`config.mk`:
```
export PLATFORM = sky130hd
export DESIGN_NAME = tfc_temp_fault_compare
export DESIGN_NICKNAME = d
export VERILOG_FILES = /design/src/design/tfc_pkg.sv /design/src/design/tfc_temp_fault_compare.sv
export VERILOG_INCLUDE_DIRS = /design/src /design/src/design
export SDC_FILE = /design/constraint.sdc
export NUM_CORES = 1
export LEC_CHECK = 0
export ABC_AREA = 1
export BUFFER_PORTS_ARGS = -buffer_cell sky130_fd_sc_hd__buf_2
export CELL_PAD_IN_SITES_DETAIL_PLACEMENT = 0
export CELL_PAD_IN_SITES_GLOBAL_PLACEMENT = 2
export CORE_MARGIN = 8
export CORE_UTILIZATION = 35
export DETAILED_ROUTE_END_ITERATION = 12
export GPL_TIMING_DRIVEN = 0
export PLACE_DENSITY = 0.87
export RECOVER_POWER = 50
export SYNTH_ARGS = -nofsm -noshare
export SYNTH_HDL_FRONTEND = slang
export SYNTH_SLANG_ARGS = --single-unit
export TNS_END_PERCENT = 10
```
`constraint.sdc`:
```
create_clock -name clk_in -period 5.1 [get_ports clk_in]
set_input_delay 0.765 -clock clk_in [delete_from_list [all_inputs] [get_ports clk_in]]
set_output_delay 0.765 -clock clk_in [all_outputs]
set_load 0.02 [all_outputs]
```
`src/design/tfc_regs.svh`:
```
// Register offsets, field positions, reset values and timing counts for the temperature fault block
`ifndef TFC_REGS_SVH
`define TFC_REGS_SVH

`define TFC_OFF_GAIN1      8'h19
`define TFC_OFF_ENABLE     8'h1b
`define TFC_OFF_DEP_A      8'h1d
`define TFC_OFF_DEP_B      8'h1e
`define TFC_OFF_DEP_OVERTEMP_OUT  8'h1f
`define TFC_OFF_DEP_RST    8'h20
`define TFC_OFF_RST_TMO    8'h21
`define TFC_OFF_RES_BASE   8'h30
`define TFC_OFF_TH_PRI     8'h46
`define TFC_OFF_TH_SEC     8'h49
`define TFC_OFF_TH_LSB_R1  8'h4c
`define TFC_OFF_TRIM2      8'h4d
`define TFC_OFF_TH_LSB_R2  8'h4e
`define TFC_OFF_GAIN2      8'h4f
`define TFC_OFF_OC_CLEAR   8'h53
`define TFC_OFF_OC_CFG     8'h5c
`define TFC_OFF_OC_TH      8'h5d
`define TFC_OFF_VOV_BASE   8'h60
`define TFC_OFF_VUV_BASE   8'h68
`define TFC_OFF_FLG_OV     8'h70
`define TFC_OFF_FLG_UV     8'h71
`define TFC_OFF_FLG_TEMP   8'h72
`define TFC_OFF_FLG_CUR    8'h73

`define TFC_BIT_OC_LATCH   2
`define TFC_BIT_OC_RELEASE 6
`define TFC_BIT_CUR_EN     3
`define TFC_BIT_DEP_OV     0
`define TFC_BIT_DEP_UV     1
`define TFC_BIT_DEP_TEMP   2
`define TFC_BIT_DEP_CUR    3
`define TFC_BIT_OVERTEMP_OUT_DIO  3
`define TFC_MSK_GAIN_INV   6'h10
`define TFC_MSK_GAIN2_RW   8'h3f
`define TFC_TRIM_MULT      3'h4

`define TFC_RST_ZERO       8'h00
`define TFC_RST_TH         8'h7f
`define TFC_RST_VUV        8'h00
`define TFC_RST_VOV        8'hff

`define TFC_CLK_PERIOD_NS  10
`define TFC_RST_UNIT_NS    10000
`define TFC_RST_UNIT_CYC   (`TFC_RST_UNIT_NS / `TFC_CLK_PERIOD_NS)

`endif

```
`src/design/tfc_pkg.sv`:
```
// Types shared by the temperature fault block
package tfc_pkg;
  typedef logic signed [9:0] tfc_temp_t;
  typedef enum logic [1:0] {RST_IDLE, RST_FAULT, RST_TIMEOUT} tfc_rst_state_t;
endpackage : tfc_pkg

```
`src/design/tfc_temp_fault_compare.sv`:
```
// Temperature post-processing, threshold compare, fault flags and fault output logic
`timescale 1ns/1ns
`include "tfc_regs.svh"

module tfc_temp_fault_compare #(
  parameter int          NUM_VOLT     = 8,
  parameter bit          HAS_OC       = 1'b1,
  parameter logic [23:0] RST_UNIT_CYC = 24'(`TFC_RST_UNIT_CYC)
) (
  input  wire logic                  clk_in,
  input  wire logic                  rst_b_in,
  input  wire logic                  ce_in,
  input  wire logic [7:0]            reg_addr_in,
  input  wire logic [7:0]            reg_wdata_in,
  input  wire logic                  reg_wr_in,
  input  wire logic                  reg_rd_in,
  output logic      [7:0]            reg_rdata_out,
  input  wire logic                  sweep_done_in,
  input  wire logic [29:0]           temp_raw_in,
  input  wire logic [NUM_VOLT*10-1:0] volt_result_in,
  input  wire logic [7:0]            current_result_in,
  input  wire logic [1:0]            diode_open_in,
  input  wire logic [1:0]            diode_short_in,
  input  wire logic                  oc_primary_in,
  output logic      [1:0]            oc_thresh_sel_out,
  output logic      [5:0]            sense_gain_out,
  output logic      [5:0]            remote1_gain_trim_out,
  output logic      [5:0]            remote2_gain_trim_out,
  output logic                       overtemp_oe_b_out,
  output logic                       overcurrent_oe_b_out,
  output logic                       general_fault_a_oe_b_out,
  output logic                       general_fault_b_oe_b_out,
  output logic                       reset_oe_b_out
);

  ////////////////////////////////////////////////////////////////////////////
  // Functions

  function automatic tfc_pkg::tfc_temp_t tfc_trim(input tfc_pkg::tfc_temp_t raw, input logic [2:0] code);
    logic signed [11:0] sum;
    sum = 12'(raw) + 12'(signed'(code)) * 12'(signed'({1'b0, `TFC_TRIM_MULT}));
    if (sum > 12'sh1ff)
      return 10'sh1ff;
    else if (sum < -12'sh200)
      return -10'sh200;
    else
      return sum[9:0];
  endfunction : tfc_trim

  function automatic logic tfc_onehot(input logic [7:0] v);
    return (v != 8'h00) && ((v & (v - 8'h01)) == 8'h00);
  endfunction : tfc_onehot

  ////////////////////////////////////////////////////////////////////////////
  // Registers and pin synchronisers

  logic [7:0] gain1, enable, dep_a, dep_b, dep_overtemp_out, dep_rst, rst_tmo;
  logic [7:0] th_pri [3];
  logic [7:0] th_sec [3];
  logic [7:0] th_lsb_r1, trim2, th_lsb_r2, gain2, oc_cfg, oc_th;
  logic [7:0] vov [NUM_VOLT];
  logic [7:0] vuv [NUM_VOLT];
  logic [7:0] flg_ov, flg_uv, flg_temp, flg_cur;
  tfc_pkg::tfc_temp_t res [3];
  logic [4:0] pin_s1, pin_s2;
  logic       oc_latched;
  logic [23:0] rst_cnt;
  tfc_pkg::tfc_rst_state_t rst_state;

  always_ff @(posedge clk_in or negedge rst_b_in) begin
    if (!rst_b_in) begin
      pin_s1 <= 5'h00;
      pin_s2 <= 5'h00;
    end else if (ce_in) begin
      pin_s1 <= {oc_primary_in, diode_short_in, diode_open_in};
      pin_s2 <= pin_s1;
    end
  end

  wire [1:0] dio_open  = pin_s2[1:0];
  wire [1:0] dio_short = pin_s2[3:2];
  wire       oc_pri    = HAS_OC & pin_s2[4] & enable[`TFC_BIT_CUR_EN];

  ////////////////////////////////////////////////////////////////////////////
  // Write decode

  wire wr       = reg_wr_in & ce_in;
  wire clr_ok   = tfc_onehot(reg_wdata_in);
  wire wr_ov    = wr & (reg_addr_in == `TFC_OFF_FLG_OV) & clr_ok;
  wire wr_uv    = wr & (reg_addr_in == `TFC_OFF_FLG_UV) & clr_ok;
  wire wr_temp  = wr & (reg_addr_in == `TFC_OFF_FLG_TEMP) & clr_ok;
  wire wr_cur   = wr & (reg_addr_in == `TFC_OFF_FLG_CUR) & clr_ok;
  wire oc_rel   = wr & (reg_addr_in == `TFC_OFF_OC_CLEAR) & reg_wdata_in[`TFC_BIT_OC_RELEASE];
  wire sweep    = sweep_done_in & ce_in;

  always_ff @(posedge clk_in or negedge rst_b_in) begin
    if (!rst_b_in) begin
      gain1     <= `TFC_RST_ZERO;
      enable    <= `TFC_RST_ZERO;
      dep_a     <= `TFC_RST_ZERO;
      dep_b     <= `TFC_RST_ZERO;
      dep_overtemp_out <= `TFC_RST_ZERO;
      dep_rst   <= `TFC_RST_ZERO;
      rst_tmo   <= `TFC_RST_ZERO;
      th_lsb_r1 <= `TFC_RST_ZERO;
      trim2     <= `TFC_RST_ZERO;
      th_lsb_r2 <= `TFC_RST_ZERO;
      gain2     <= `TFC_RST_ZERO;
      oc_cfg    <= `TFC_RST_ZERO;
      oc_th     <= `TFC_RST_VOV;
      for (int i = 0; i < 3; i++) begin
        th_pri[i] <= `TFC_RST_TH;
        th_sec[i] <= `TFC_RST_TH;
      end
      for (int i = 0; i < NUM_VOLT; i++) begin
        vov[i] <= `TFC_RST_VOV;
        vuv[i] <= `TFC_RST_VUV;
      end
    end else if (wr) begin
      unique case (reg_addr_in)
        `TFC_OFF_GAIN1:     gain1     <= reg_wdata_in;
        `TFC_OFF_ENABLE:    enable    <= reg_wdata_in;
        `TFC_OFF_DEP_A:     dep_a     <= reg_wdata_in;
        `TFC_OFF_DEP_B:     dep_b     <= reg_wdata_in;
        `TFC_OFF_DEP_OVERTEMP_OUT: dep_overtemp_out <= reg_wdata_in;
        `TFC_OFF_DEP_RST:   dep_rst   <= reg_wdata_in;
        `TFC_OFF_RST_TMO:   rst_tmo   <= reg_wdata_in;
        `TFC_OFF_TH_LSB_R1: th_lsb_r1 <= reg_wdata_in;
        `TFC_OFF_TRIM2:     trim2     <= reg_wdata_in;
        `TFC_OFF_TH_LSB_R2: th_lsb_r2 <= reg_wdata_in;
        `TFC_OFF_GAIN2:     gain2     <= reg_wdata_in & `TFC_MSK_GAIN2_RW;
        `TFC_OFF_OC_CFG:    oc_cfg    <= reg_wdata_in;
        `TFC_OFF_OC_TH:     oc_th     <= reg_wdata_in;
        default: begin
          for (int i = 0; i < 3; i++) begin
            if (reg_addr_in == `TFC_OFF_TH_PRI + 8'(i)) th_pri[i] <= reg_wdata_in;
            if (reg_addr_in == `TFC_OFF_TH_SEC + 8'(i)) th_sec[i] <= reg_wdata_in;
          end
          for (int i = 0; i < NUM_VOLT; i++) begin
            if (reg_addr_in == `TFC_OFF_VOV_BASE + 8'(i)) vov[i] <= reg_wdata_in;
            if (reg_addr_in == `TFC_OFF_VUV_BASE + 8'(i)) vuv[i] <= reg_wdata_in;
          end
        end
      endcase
    end
  end

  ////////////////////////////////////////////////////////////////////////////
  // Trim and compare

  wire [2:0] trim_code [3];
  wire [1:0] pri_lsb [3];
  wire [1:0] sec_lsb [3];
  assign trim_code[0] = 3'h0;
  assign trim_code[1] = enable[7:5];
  assign trim_code[2] = trim2[6:4];
  assign pri_lsb[0]   = trim2[1:0];
  assign sec_lsb[0]   = trim2[3:2];
  assign pri_lsb[1]   = th_lsb_r1[1:0];
  assign sec_lsb[1]   = th_lsb_r1[3:2];
  assign pri_lsb[2]   = th_lsb_r2[1:0];
  assign sec_lsb[2]   = th_lsb_r2[3:2];

  wire [2:0] t_pri, t_sec;
  wire [1:0] dio_flt;
  genvar g;
  generate
    for (g = 0; g < 3; g++) begin : g_temp
      wire tfc_pkg::tfc_temp_t trimmed = tfc_trim(temp_raw_in[g*10 +: 10], trim_code[g]);
      wire tfc_pkg::tfc_temp_t thp     = {th_pri[g], pri_lsb[g]};
      wire tfc_pkg::tfc_temp_t ths     = {th_sec[g], sec_lsb[g]};
      assign t_pri[g] = enable[g] & (trimmed > thp);
      assign t_sec[g] = enable[g] & (trimmed > ths);
      always_ff @(posedge clk_in or negedge rst_b_in) begin
        if (!rst_b_in)
          res[g] <= 10'sh000;
        else if (sweep)
          res[g] <= trimmed;
      end
    end
    for (g = 0; g < 2; g++) begin : g_diode
      assign dio_flt[g] = enable[g+1] & (dio_open[g] | dio_short[g]);
    end
  endgenerate

  wire [NUM_VOLT-1:0] v_ov, v_uv;
  generate
    for (g = 0; g < NUM_VOLT; g++) begin : g_volt
      wire [7:0] vmsb = volt_result_in[g*10+2 +: 8];
      assign v_ov[g] = vmsb > vov[g];
      assign v_uv[g] = vmsb < vuv[g];
    end
  endgenerate

  // Conditions hold from one sweep to the next
  logic [2:0] c_pri, c_sec;
  logic       c_ov, c_uv, c_cur;
  always_ff @(posedge clk_in or negedge rst_b_in) begin
    if (!rst_b_in) begin
      c_pri <= 3'h0;
      c_sec <= 3'h0;
      c_ov  <= 1'b0;
      c_uv  <= 1'b0;
      c_cur <= 1'b0;
    end else if (sweep) begin
      c_pri <= t_pri;
      c_sec <= t_sec;
      c_ov  <= |v_ov;
      c_uv  <= |v_uv;
      c_cur <= HAS_OC & enable[`TFC_BIT_CUR_EN] & (current_result_in > oc_th);
    end
  end

  ////////////////////////////////////////////////////////////////////////////
  // Latched flags, set beats clear

  wire [7:0] set_ov   = sweep ? 8'(v_ov) : 8'h00;
  wire [7:0] set_uv   = sweep ? 8'(v_uv) : 8'h00;
  wire [7:0] set_temp = {dio_flt, sweep ? {t_sec, t_pri} : 6'h00};
  wire [7:0] set_cur  = {6'h00, sweep & HAS_OC & enable[`TFC_BIT_CUR_EN] & (current_result_in > oc_th), oc_pri};

  always_ff @(posedge clk_in or negedge rst_b_in) begin
    if (!rst_b_in) begin
      flg_ov   <= 8'h00;
      flg_uv   <= 8'h00;
      flg_temp <= 8'h00;
      flg_cur  <= 8'h00;
    end else if (ce_in) begin
      flg_ov   <= (flg_ov & ~(wr_ov ? reg_wdata_in : 8'h00)) | set_ov;
      flg_uv   <= (flg_uv & ~(wr_uv ? reg_wdata_in : 8'h00)) | set_uv;
      flg_temp <= (flg_temp & ~(wr_temp ? reg_wdata_in : 8'h00)) | set_temp;
      flg_cur  <= (flg_cur & ~(wr_cur ? reg_wdata_in : 8'h00)) | set_cur;
    end
  end

  ////////////////////////////////////////////////////////////////////////////
  // Fault outputs

  wire [3:0] cond_vec = {c_cur, |c_sec, c_uv, c_ov};
  wire       ot_cond  = |(dep_overtemp_out[2:0] & c_pri) | (dep_overtemp_out[`TFC_BIT_OVERTEMP_OUT_DIO] & |flg_temp[7:6]);
  wire       fa_cond  = |(dep_a[3:0] & cond_vec);
  wire       fb_cond  = |(dep_b[3:0] & cond_vec);
  wire       rs_cond  = |(dep_rst[3:0] & cond_vec);

  always_ff @(posedge clk_in or negedge rst_b_in) begin
    if (!rst_b_in)
      oc_latched <= 1'b0;
    else if (ce_in)
      oc_latched <= (oc_latched & ~oc_rel) | (oc_pri & oc_cfg[`TFC_BIT_OC_LATCH]);
  end

  wire [23:0] rst_load = 24'(rst_tmo) * RST_UNIT_CYC;

  always_ff @(posedge clk_in or negedge rst_b_in) begin
    if (!rst_b_in) begin
      rst_state <= tfc_pkg::RST_IDLE;
      rst_cnt   <= 24'h000000;
    end else if (ce_in) begin
      unique case (rst_state)
        tfc_pkg::RST_IDLE: begin
          if (rs_cond) rst_state <= tfc_pkg::RST_FAULT;
        end
        tfc_pkg::RST_FAULT: begin
          rst_cnt <= rst_load;
          if (!rs_cond) rst_state <= (rst_load == 24'h000000) ? tfc_pkg::RST_IDLE : tfc_pkg::RST_TIMEOUT;
        end
        tfc_pkg::RST_TIMEOUT: begin
          if (rs_cond)
            rst_state <= tfc_pkg::RST_FAULT;
          else if (rst_cnt <= 24'h000001)
            rst_state <= tfc_pkg::RST_IDLE;
          rst_cnt <= rst_cnt - 24'h000001;
        end
      endcase
    end
  end

  always_ff @(posedge clk_in or negedge rst_b_in) begin
    if (!rst_b_in) begin
      overtemp_oe_b_out        <= 1'b1;
      overcurrent_oe_b_out     <= 1'b1;
      general_fault_a_oe_b_out <= 1'b1;
      general_fault_b_oe_b_out <= 1'b1;
      reset_oe_b_out           <= 1'b1;
    end else if (ce_in) begin
      overtemp_oe_b_out        <= ~ot_cond;
      overcurrent_oe_b_out     <= ~(HAS_OC & (oc_pri | oc_latched));
      general_fault_a_oe_b_out <= ~fa_cond;
      general_fault_b_oe_b_out <= ~fb_cond;
      reset_oe_b_out           <= ~(rs_cond | rst_state != tfc_pkg::RST_IDLE);
    end
  end

  ////////////////////////////////////////////////////////////////////////////
  // Analog controls

  assign oc_thresh_sel_out     = gain1[1:0];
  assign sense_gain_out        = 6'h06 << gain1[1:0];
  assign remote1_gain_trim_out = gain1[7:2] ^ `TFC_MSK_GAIN_INV;
  assign remote2_gain_trim_out = gain2[5:0];

  ////////////////////////////////////////////////////////////////////////////
  // Read mux

  logic [7:0] rd_mux;
  always_comb begin
    rd_mux = 8'h00;
    unique case (reg_addr_in)
      `TFC_OFF_GAIN1:     rd_mux = gain1;
      `TFC_OFF_ENABLE:    rd_mux = enable;
      `TFC_OFF_DEP_A:     rd_mux = dep_a;
      `TFC_OFF_DEP_B:     rd_mux = dep_b;
      `TFC_OFF_DEP_OVERTEMP_OUT: rd_mux = dep_overtemp_out;
      `TFC_OFF_DEP_RST:   rd_mux = dep_rst;
      `TFC_OFF_RST_TMO:   rd_mux = rst_tmo;
      `TFC_OFF_TH_LSB_R1: rd_mux = th_lsb_r1;
      `TFC_OFF_TRIM2:     rd_mux = trim2;
      `TFC_OFF_TH_LSB_R2: rd_mux = th_lsb_r2;
      `TFC_OFF_GAIN2:     rd_mux = gain2;
      `TFC_OFF_OC_CFG:    rd_mux = oc_cfg;
      `TFC_OFF_OC_TH:     rd_mux = oc_th;
      `TFC_OFF_FLG_OV:    rd_mux = flg_ov;
      `TFC_OFF_FLG_UV:    rd_mux = flg_uv;
      `TFC_OFF_FLG_TEMP:  rd_mux = flg_temp;
      `TFC_OFF_FLG_CUR:   rd_mux = flg_cur;
      default: begin
        for (int i = 0; i < 3; i++) begin
          if (reg_addr_in == `TFC_OFF_TH_PRI + 8'(i)) rd_mux = th_pri[i];
          if (reg_addr_in == `TFC_OFF_TH_SEC + 8'(i)) rd_mux = th_sec[i];
          if (reg_addr_in == `TFC_OFF_RES_BASE + 8'(2*i)) rd_mux = res[i][9:2];
          if (reg_addr_in == `TFC_OFF_RES_BASE + 8'(2*i+1)) rd_mux = {6'h00, res[i][1:0]};
        end
        for (int i = 0; i < NUM_VOLT; i++) begin
          if (reg_addr_in == `TFC_OFF_VOV_BASE + 8'(i)) rd_mux = vov[i];
          if (reg_addr_in == `TFC_OFF_VUV_BASE + 8'(i)) rd_mux = vuv[i];
        end
      end
    endcase
  end

  always_ff @(posedge clk_in or negedge rst_b_in) begin
    if (!rst_b_in)
      reg_rdata_out <= 8'h00;
    else if (ce_in && reg_rd_in)
      reg_rdata_out <= rd_mux;
  end

endmodule : tfc_temp_fault_compare

```
==> results of run 1 <==
## Yosys cell counts (all sizes together), types with 15 or more instances
| cell | n |
|---|---|
| a21oi | 145 |
| a221oi | 15 |
| buf | 42 |
| clkbuf | 69 |
| dfrtp | 280 |
| dfstp | 119 |
| fa | 24 |
| ha | 249 |
| inv | 443 |
| nand2 | 801 |
| nand3 | 76 |
| nand4 | 64 |
| nor2 | 177 |
| nor3 | 23 |
| o211ai | 27 |
| o21ai | 467 |
| xor2 | 17 |
## logic make-up (layout without fill, tap and decap cells)
family,Yosys count,count (layout),share of synthesized area (%)
xor gates and xnor gates,27,27,0.936
other,1,3,0.0148
adders and majority gates,273,273,14.2
buffers and inverters,556,810,8.99
DFF,399,399,40.1
and+or+nand+nor,1161,1161,19.6
AOI/OAI and AO/OA,743,743,16.1
## final cells by class
type / instances / share of cell area (%)
multi-input combinational: 2205 / 44.4
sequential: 399 / 35.0
inverter: 445 / 5.76
clock buffer: 67 / 4.78
tap: 950 / 4.10
timing repair buffer: 163 / 2.87
buffer: 111 / 2.07
clock inverter: 24 / 1.09
antenna: 2 / 0.0173
## how the worst min path moves through the flow
stage               slack, ps                     start                       end  cells past startpoint
finish                    360             oc_primary_in                 pin_s1[4]                      3
detailed placement        460  general_fault_a_oe_b_out  general_fault_a_oe_b_out                      2
global placement          450         overtemp_oe_b_out         overtemp_oe_b_out                      2
global route              360          diode_open_in[1]                 pin_s1[1]                      3
floorplan                 440                 pin_s1[0]                 pin_s1[0]                      2
CTS                       100                  rst_b_in                   res[15]                      1
## sequential cells by signal, summed over array words and instances (netlist names), 24 cells and up
name	count
rst_cnt	24
g_temp.ths	24
res	30
vuv	64
vov	64
g_temp.thp	24
## per-layer routing
metal	wire, um	track usage, %
met1	41600	30.2
met2	40500	34.4
met3	5480	3.93
met4	3110	7.37
met5	42	0
## power groups by stage
stage,Sequential [mW],Clock [mW],Combinational (mW)
final,3.56,3.76,1.91
after global routing,3.59,3.93,2.19
after CTS,3.56,3.81,1.92
after detailed placement,3.61,0,1.90
after global placement,3.61,0,1.87
after floorplan,3.57,0,1.27
## tightest hold or removal path, stage by stage
cell,delay [ps]
buf_2,70
nand2_1,40
nand2_1,50
## what timing repair did
item / CTS / global route
setup buffers: 0 / 0
resized for setup: 0 / 6
setup endpoints to repair: 0 / 2
==> reports/results.ini, run 1 <==
[clock_network]
cts_tree = yes
htreeDepth = 2
ctsLongestPathBuffers = 3
clockRootBuffer = clkbuf_16
clk_latency_ps = 610
path_clk_slew_ps = 60
clock-sinks = 399
cts_hold_repair.buffers = 0
cts_buffers = 49

[logic_synthesis]
yosysSeqAreaShare_pct = 40.1
yosysTopAreaCell = dfrtp_1
synthFlopType = dfrtp_1
synth_edf_count = 0
ys_ff_latch = 399
ys_top_cells_by_area = dfrtp_1 (28%), dfstp_2 (12%), ha_1 (12%), nand2_1 (12%), o21ai_0 (6.9%)
synth_top_area_share_pct = 27.7
synth.distinct_cells = 55
synthArstFlopShare_pct = 100
synthesis.area_um2 = 25300
synthCells = 3160
syn_avg_cell_area_um2 = 7.99
synth_nets = 3578
synth_warnings = 0

[power_and_ir_drop]
power_mw = 9.23
ir_drop_uv = 245
p_int_mw = 6.33
p_sw_mw = 2.89
pwr-share-comb_pct = 20.7
p_sw_share_pct = 31.4
power.density_nw_per_um2 = 318
p_clk_share_pct = 40.7
leakage_nw = 12.9
seq_power_share_pct = 38.6

[critical_path]
reg2reg_to = rst_state[1]
crit_cells = 20
crit_path_max_fanout = 7
cpMaxStageDelayCell = fa_1
critPathRequiredTime_ps = 5550
cp-end-kind = register
r2r_start = rst_tmo[2]
cp-start-kind = register
crit_family = adder cells
crit_chain = fa_1 -> inv_1 -> fa_1 -> fa_1 -> inv_1 -> fa_1 -> ha_1 -> a21oi_1 -> o21ai_1 -> nand2_1 -> nand2_1 -> a21oi_1 -> o21ai_1 -> a21oi_1 -> nor2_1 -> nor2_1 -> xnor2_1 -> nand3b_1 -> nand4_1 -> o21ai_0
startpoint = rst_tmo[2]
critPathKind = reg2reg
crit_buf_inv = 2
r2r_slack_ps = 350
crit_top_cell = fa_1
cp-endpoint = rst_state[1]
cp.arrival_ps = 5200
critPathMaxStageDelay_ps = 580
rr_worst_depth = 20

[global_routing]
grtUsageTotal_pct = 21.9
grt_pass1_vias = 21900
grt_max_degree = 98
grt_pass1_wl_mm = 137
overflow = 0
antenna_found_initial = 4

[layout]
fillers = 7450
layout_commonest_cell = nand2_1
stdcell_count = 4366
fin_area_um2 = 29000
multi_input_area_um2 = 12900
regArea_um2 = 10100
area_growth_pct = 14.8
utilization_pct = 40.6
drive_gt1_share_pct = 13.6
final_cell_mix = nand2_1 (779), inv_1 (422), o21ai_0 (344)
layout.nets = 3792

[sta]
post-route-min-period_ps = 4750
clock_skew_ps = 36.2
finalMaxSlewViolations = 54
finalHoldViolCount = 0
fin_hold_ws_ps = 358
slew_headroom_pct = -107
finalSetupViolations = 0
final.setup.tns_ps = 0
setup_ws_ps = 352
timing.fmax_ghz = 0.211
rsz0062_at_grt = false
worstMarginPinSlew_ps = 3100
finalCritPeriodShare_pct = 93.1

[routing]
ant_nets = 0
via_per_inst = 5.11
avgRoutedWirePerCell_um = 20.8
drtIter0Drc = 1778
drt_pre_antenna_iters = 5
wirelength_mm = 90.8
num_vias = 22300
drc = 0

[floorplanning]
start_util_pct = 35.3
io-pin-count = 178
dieArea_um2 = 81000
fp.coreArea_um2 = 71500
die_y_um = 285
die_w_um = 285
rows = 98

[placement]
place_ws_ps = 42.2
place_area_um2 = 27400
routabilityCongestion = 0.927
dp_hpwl_mm = 71.1
dp_cells = 4273
portBuffers = 159

[min_path]
hold_path_class = in2reg

[outcome]
violations = max-capacitance violations, max-slew violations
outcome = finished, violations left

[flow_run]
maxCapViolCount = 1

(Power assumes the default switching activity.)
==> run 2: changes to the inputs <==
MAX_ROUTING_LAYER = met4   (was not set)
==> run 2 against run 1 <==
The run still ends with max-capacitance violations, max-slew violations left; first-iteration DRC count fell by 0.28%; sequential power is essentially flat; maximum frequency decreased by 0.16%; design area hardly changed; via count down 0.11%; clock power hardly changed; count of clock-buffer cells in the layout stayed put; clock skew grew 2.8 ps; flip-flop and latch count did not move; wire length rose by 0.24%; global-route usage grew 0.64 points; sequential share of layout area about the same; critical endpoint unchanged.
==> reports/results.ini, run 2 (synthesized netlist as in run 1, its figures left out) <==
[floorplanning]
die_w_um = 285
io-pin-count = 178
start_util_pct = 35.3
dieArea_um2 = 81000
rows = 98
fp.coreArea_um2 = 71500
die_y_um = 285

[clock_network]
cts_buffers = 49
cts_hold_repair.buffers = 0
path_clk_slew_ps = 60
htreeDepth = 2
clockRootBuffer = clkbuf_16
clock-sinks = 399
cts_tree = yes
clk_latency_ps = 610
ctsLongestPathBuffers = 3

[min_path]
hold_path_class = in2reg
holdPathEnd = pin_s1[4]
hold_start = oc_primary_in
holdPathStages = 3

[global_routing]
grt_max_degree = 98
overflow = 0
grtUsageTotal_pct = 22.5
grt_pass1_vias = 21800
antenna_found_initial = 4
grt_pass1_wl_mm = 137

[critical_path]
crit_path_max_fanout = 7
r2r_start = rst_tmo[2]
critPathRequiredTime_ps = 5550
crit_buf_inv = 2
crit_family = adder cells
cp-start-kind = register
cpMaxStageDelayCell = fa_1
cp-end-kind = register
rr_worst_depth = 20
crit_chain = fa_1 -> inv_1 -> fa_1 -> fa_1 -> inv_1 -> fa_1 -> ha_1 -> a21oi_1 -> o21ai_1 -> nand2_1 -> nand2_1 -> a21oi_1 -> o21ai_1 -> a21oi_1 -> nor2_1 -> nor2_1 -> xnor2_1 -> nand3b_1 -> nand4_1 -> o21ai_0
critPathKind = reg2reg
critPathMaxStageDelay_ps = 580
r2r_slack_ps = 340
cp.arrival_ps = 5210
crit_top_cell = fa_1
reg2reg_to = rst_state[1]

[routing]
drt_pre_antenna_iters = 5
wirelength_mm = 91.0
drtIter0Drc = 1773
drc = 0
num_vias = 22300
via_per_inst = 5.09
avgRoutedWirePerCell_um = 20.8
ant_nets = 0

[placement]
routabilityCongestion = 0.943
dp_hpwl_mm = 71.1
portBuffers = 159

[power_and_ir_drop]
power_mw = 9.22
ir_drop_uv = 245
power.density_nw_per_um2 = 318
leakage_nw = 12.9

[sta]
post-route-min-period_ps = 4760
finalSetupViolations = 0
timing.fmax_ghz = 0.210
slew_headroom_pct = -107
rsz0062_at_grt = false
clock_skew_ps = 39.0
finalMaxSlewViolations = 54
finalCritPeriodShare_pct = 93.3
finalHoldViolCount = 0
final.setup.tns_ps = 0
fin_hold_ws_ps = 359
worstMarginPinSlew_ps = 3100

[layout]
final_cell_mix = nand2_1 (779), inv_1 (422), o21ai_0 (344)
drive_gt1_share_pct = 13.6
layout_commonest_cell = nand2_1
area_growth_pct = 14.9
utilization_pct = 40.6
layout.nets = 3792
reg_top3 = vov: 64 flops, vuv: 64 flops, res: 30 flops

[outcome]
outcome = finished, violations left
violations = max-capacitance violations, max-slew violations

[flow_run]
maxCapViolCount = 1

-- run 2: cell type report --
type	instances	area, um2
timing repair buffer	163	831
clock inverter	24	317
buffer	111	599
antenna	7	17.5
inverter	445	1670
fill	7449	42500
tap	950	1190
multi-input combinational	2205	12900
sequential	399	10100
clock buffer	67	1390
-- run 2: how the worst max path moves through the flow --
stage                    to  cells after the start  slack [ps]  startpoint
6_report       rst_state[1]                     20         340  rst_tmo[2]
5_1_grt        rst_state[1]                     20          40  rst_tmo[2]
4_1_cts        rst_state[1]                     20          40  rst_tmo[2]
3_5_place_dp   rst_state[1]                     20          40  rst_tmo[2]
3_3_place_gp        vuv[37]                      1       -5140    rst_b_in
2_1_floorplan   rst_cnt[17]                     19         710  rst_tmo[2]
-- run 2: timing repair --
item | CTS | global route
gates resized for setup | 0 | 6
setup buffers | 0 | 0
setup endpoints to repair | 0 | 2
-- run 2: where the power goes --
group	total [mW]	internal [mW]	switching (mW)
Clock	3.75	2.26	1.49
Sequential	3.56	3.39	0.168
Combinational	1.91	0.677	1.23
Total	9.22	6.33	2.89
-- run 2: tightest hold or removal path, cell delays in order --
cell and delay [ps]:
buf_2 70, nand2_1 40, nand2_1 50
-- run 2: stage by stage --
step | instances | setup slack, ps | area [um2]
after floorplan | 3160 | 708 | 25300
after global placement | 4269 | -5140 | 27200
after detailed placement | 4273 | 42.2 | 27400
after CTS | 4364 | 42.3 | 29100
after global routing | 4368 | 41.5 | 29000
final | 4371 | 344 | 29000
-- run 2: per-layer routing --
metal / GRT usage (%) / routed length [um] / share of wire [%]
met1: 30.4 / 41800 / 46
met2: 34.4 / 40900 / 45
met3: 3.69 / 5390 / 5.9
met4: 7.28 / 2850 / 3.1
met5: - / 0 / 0
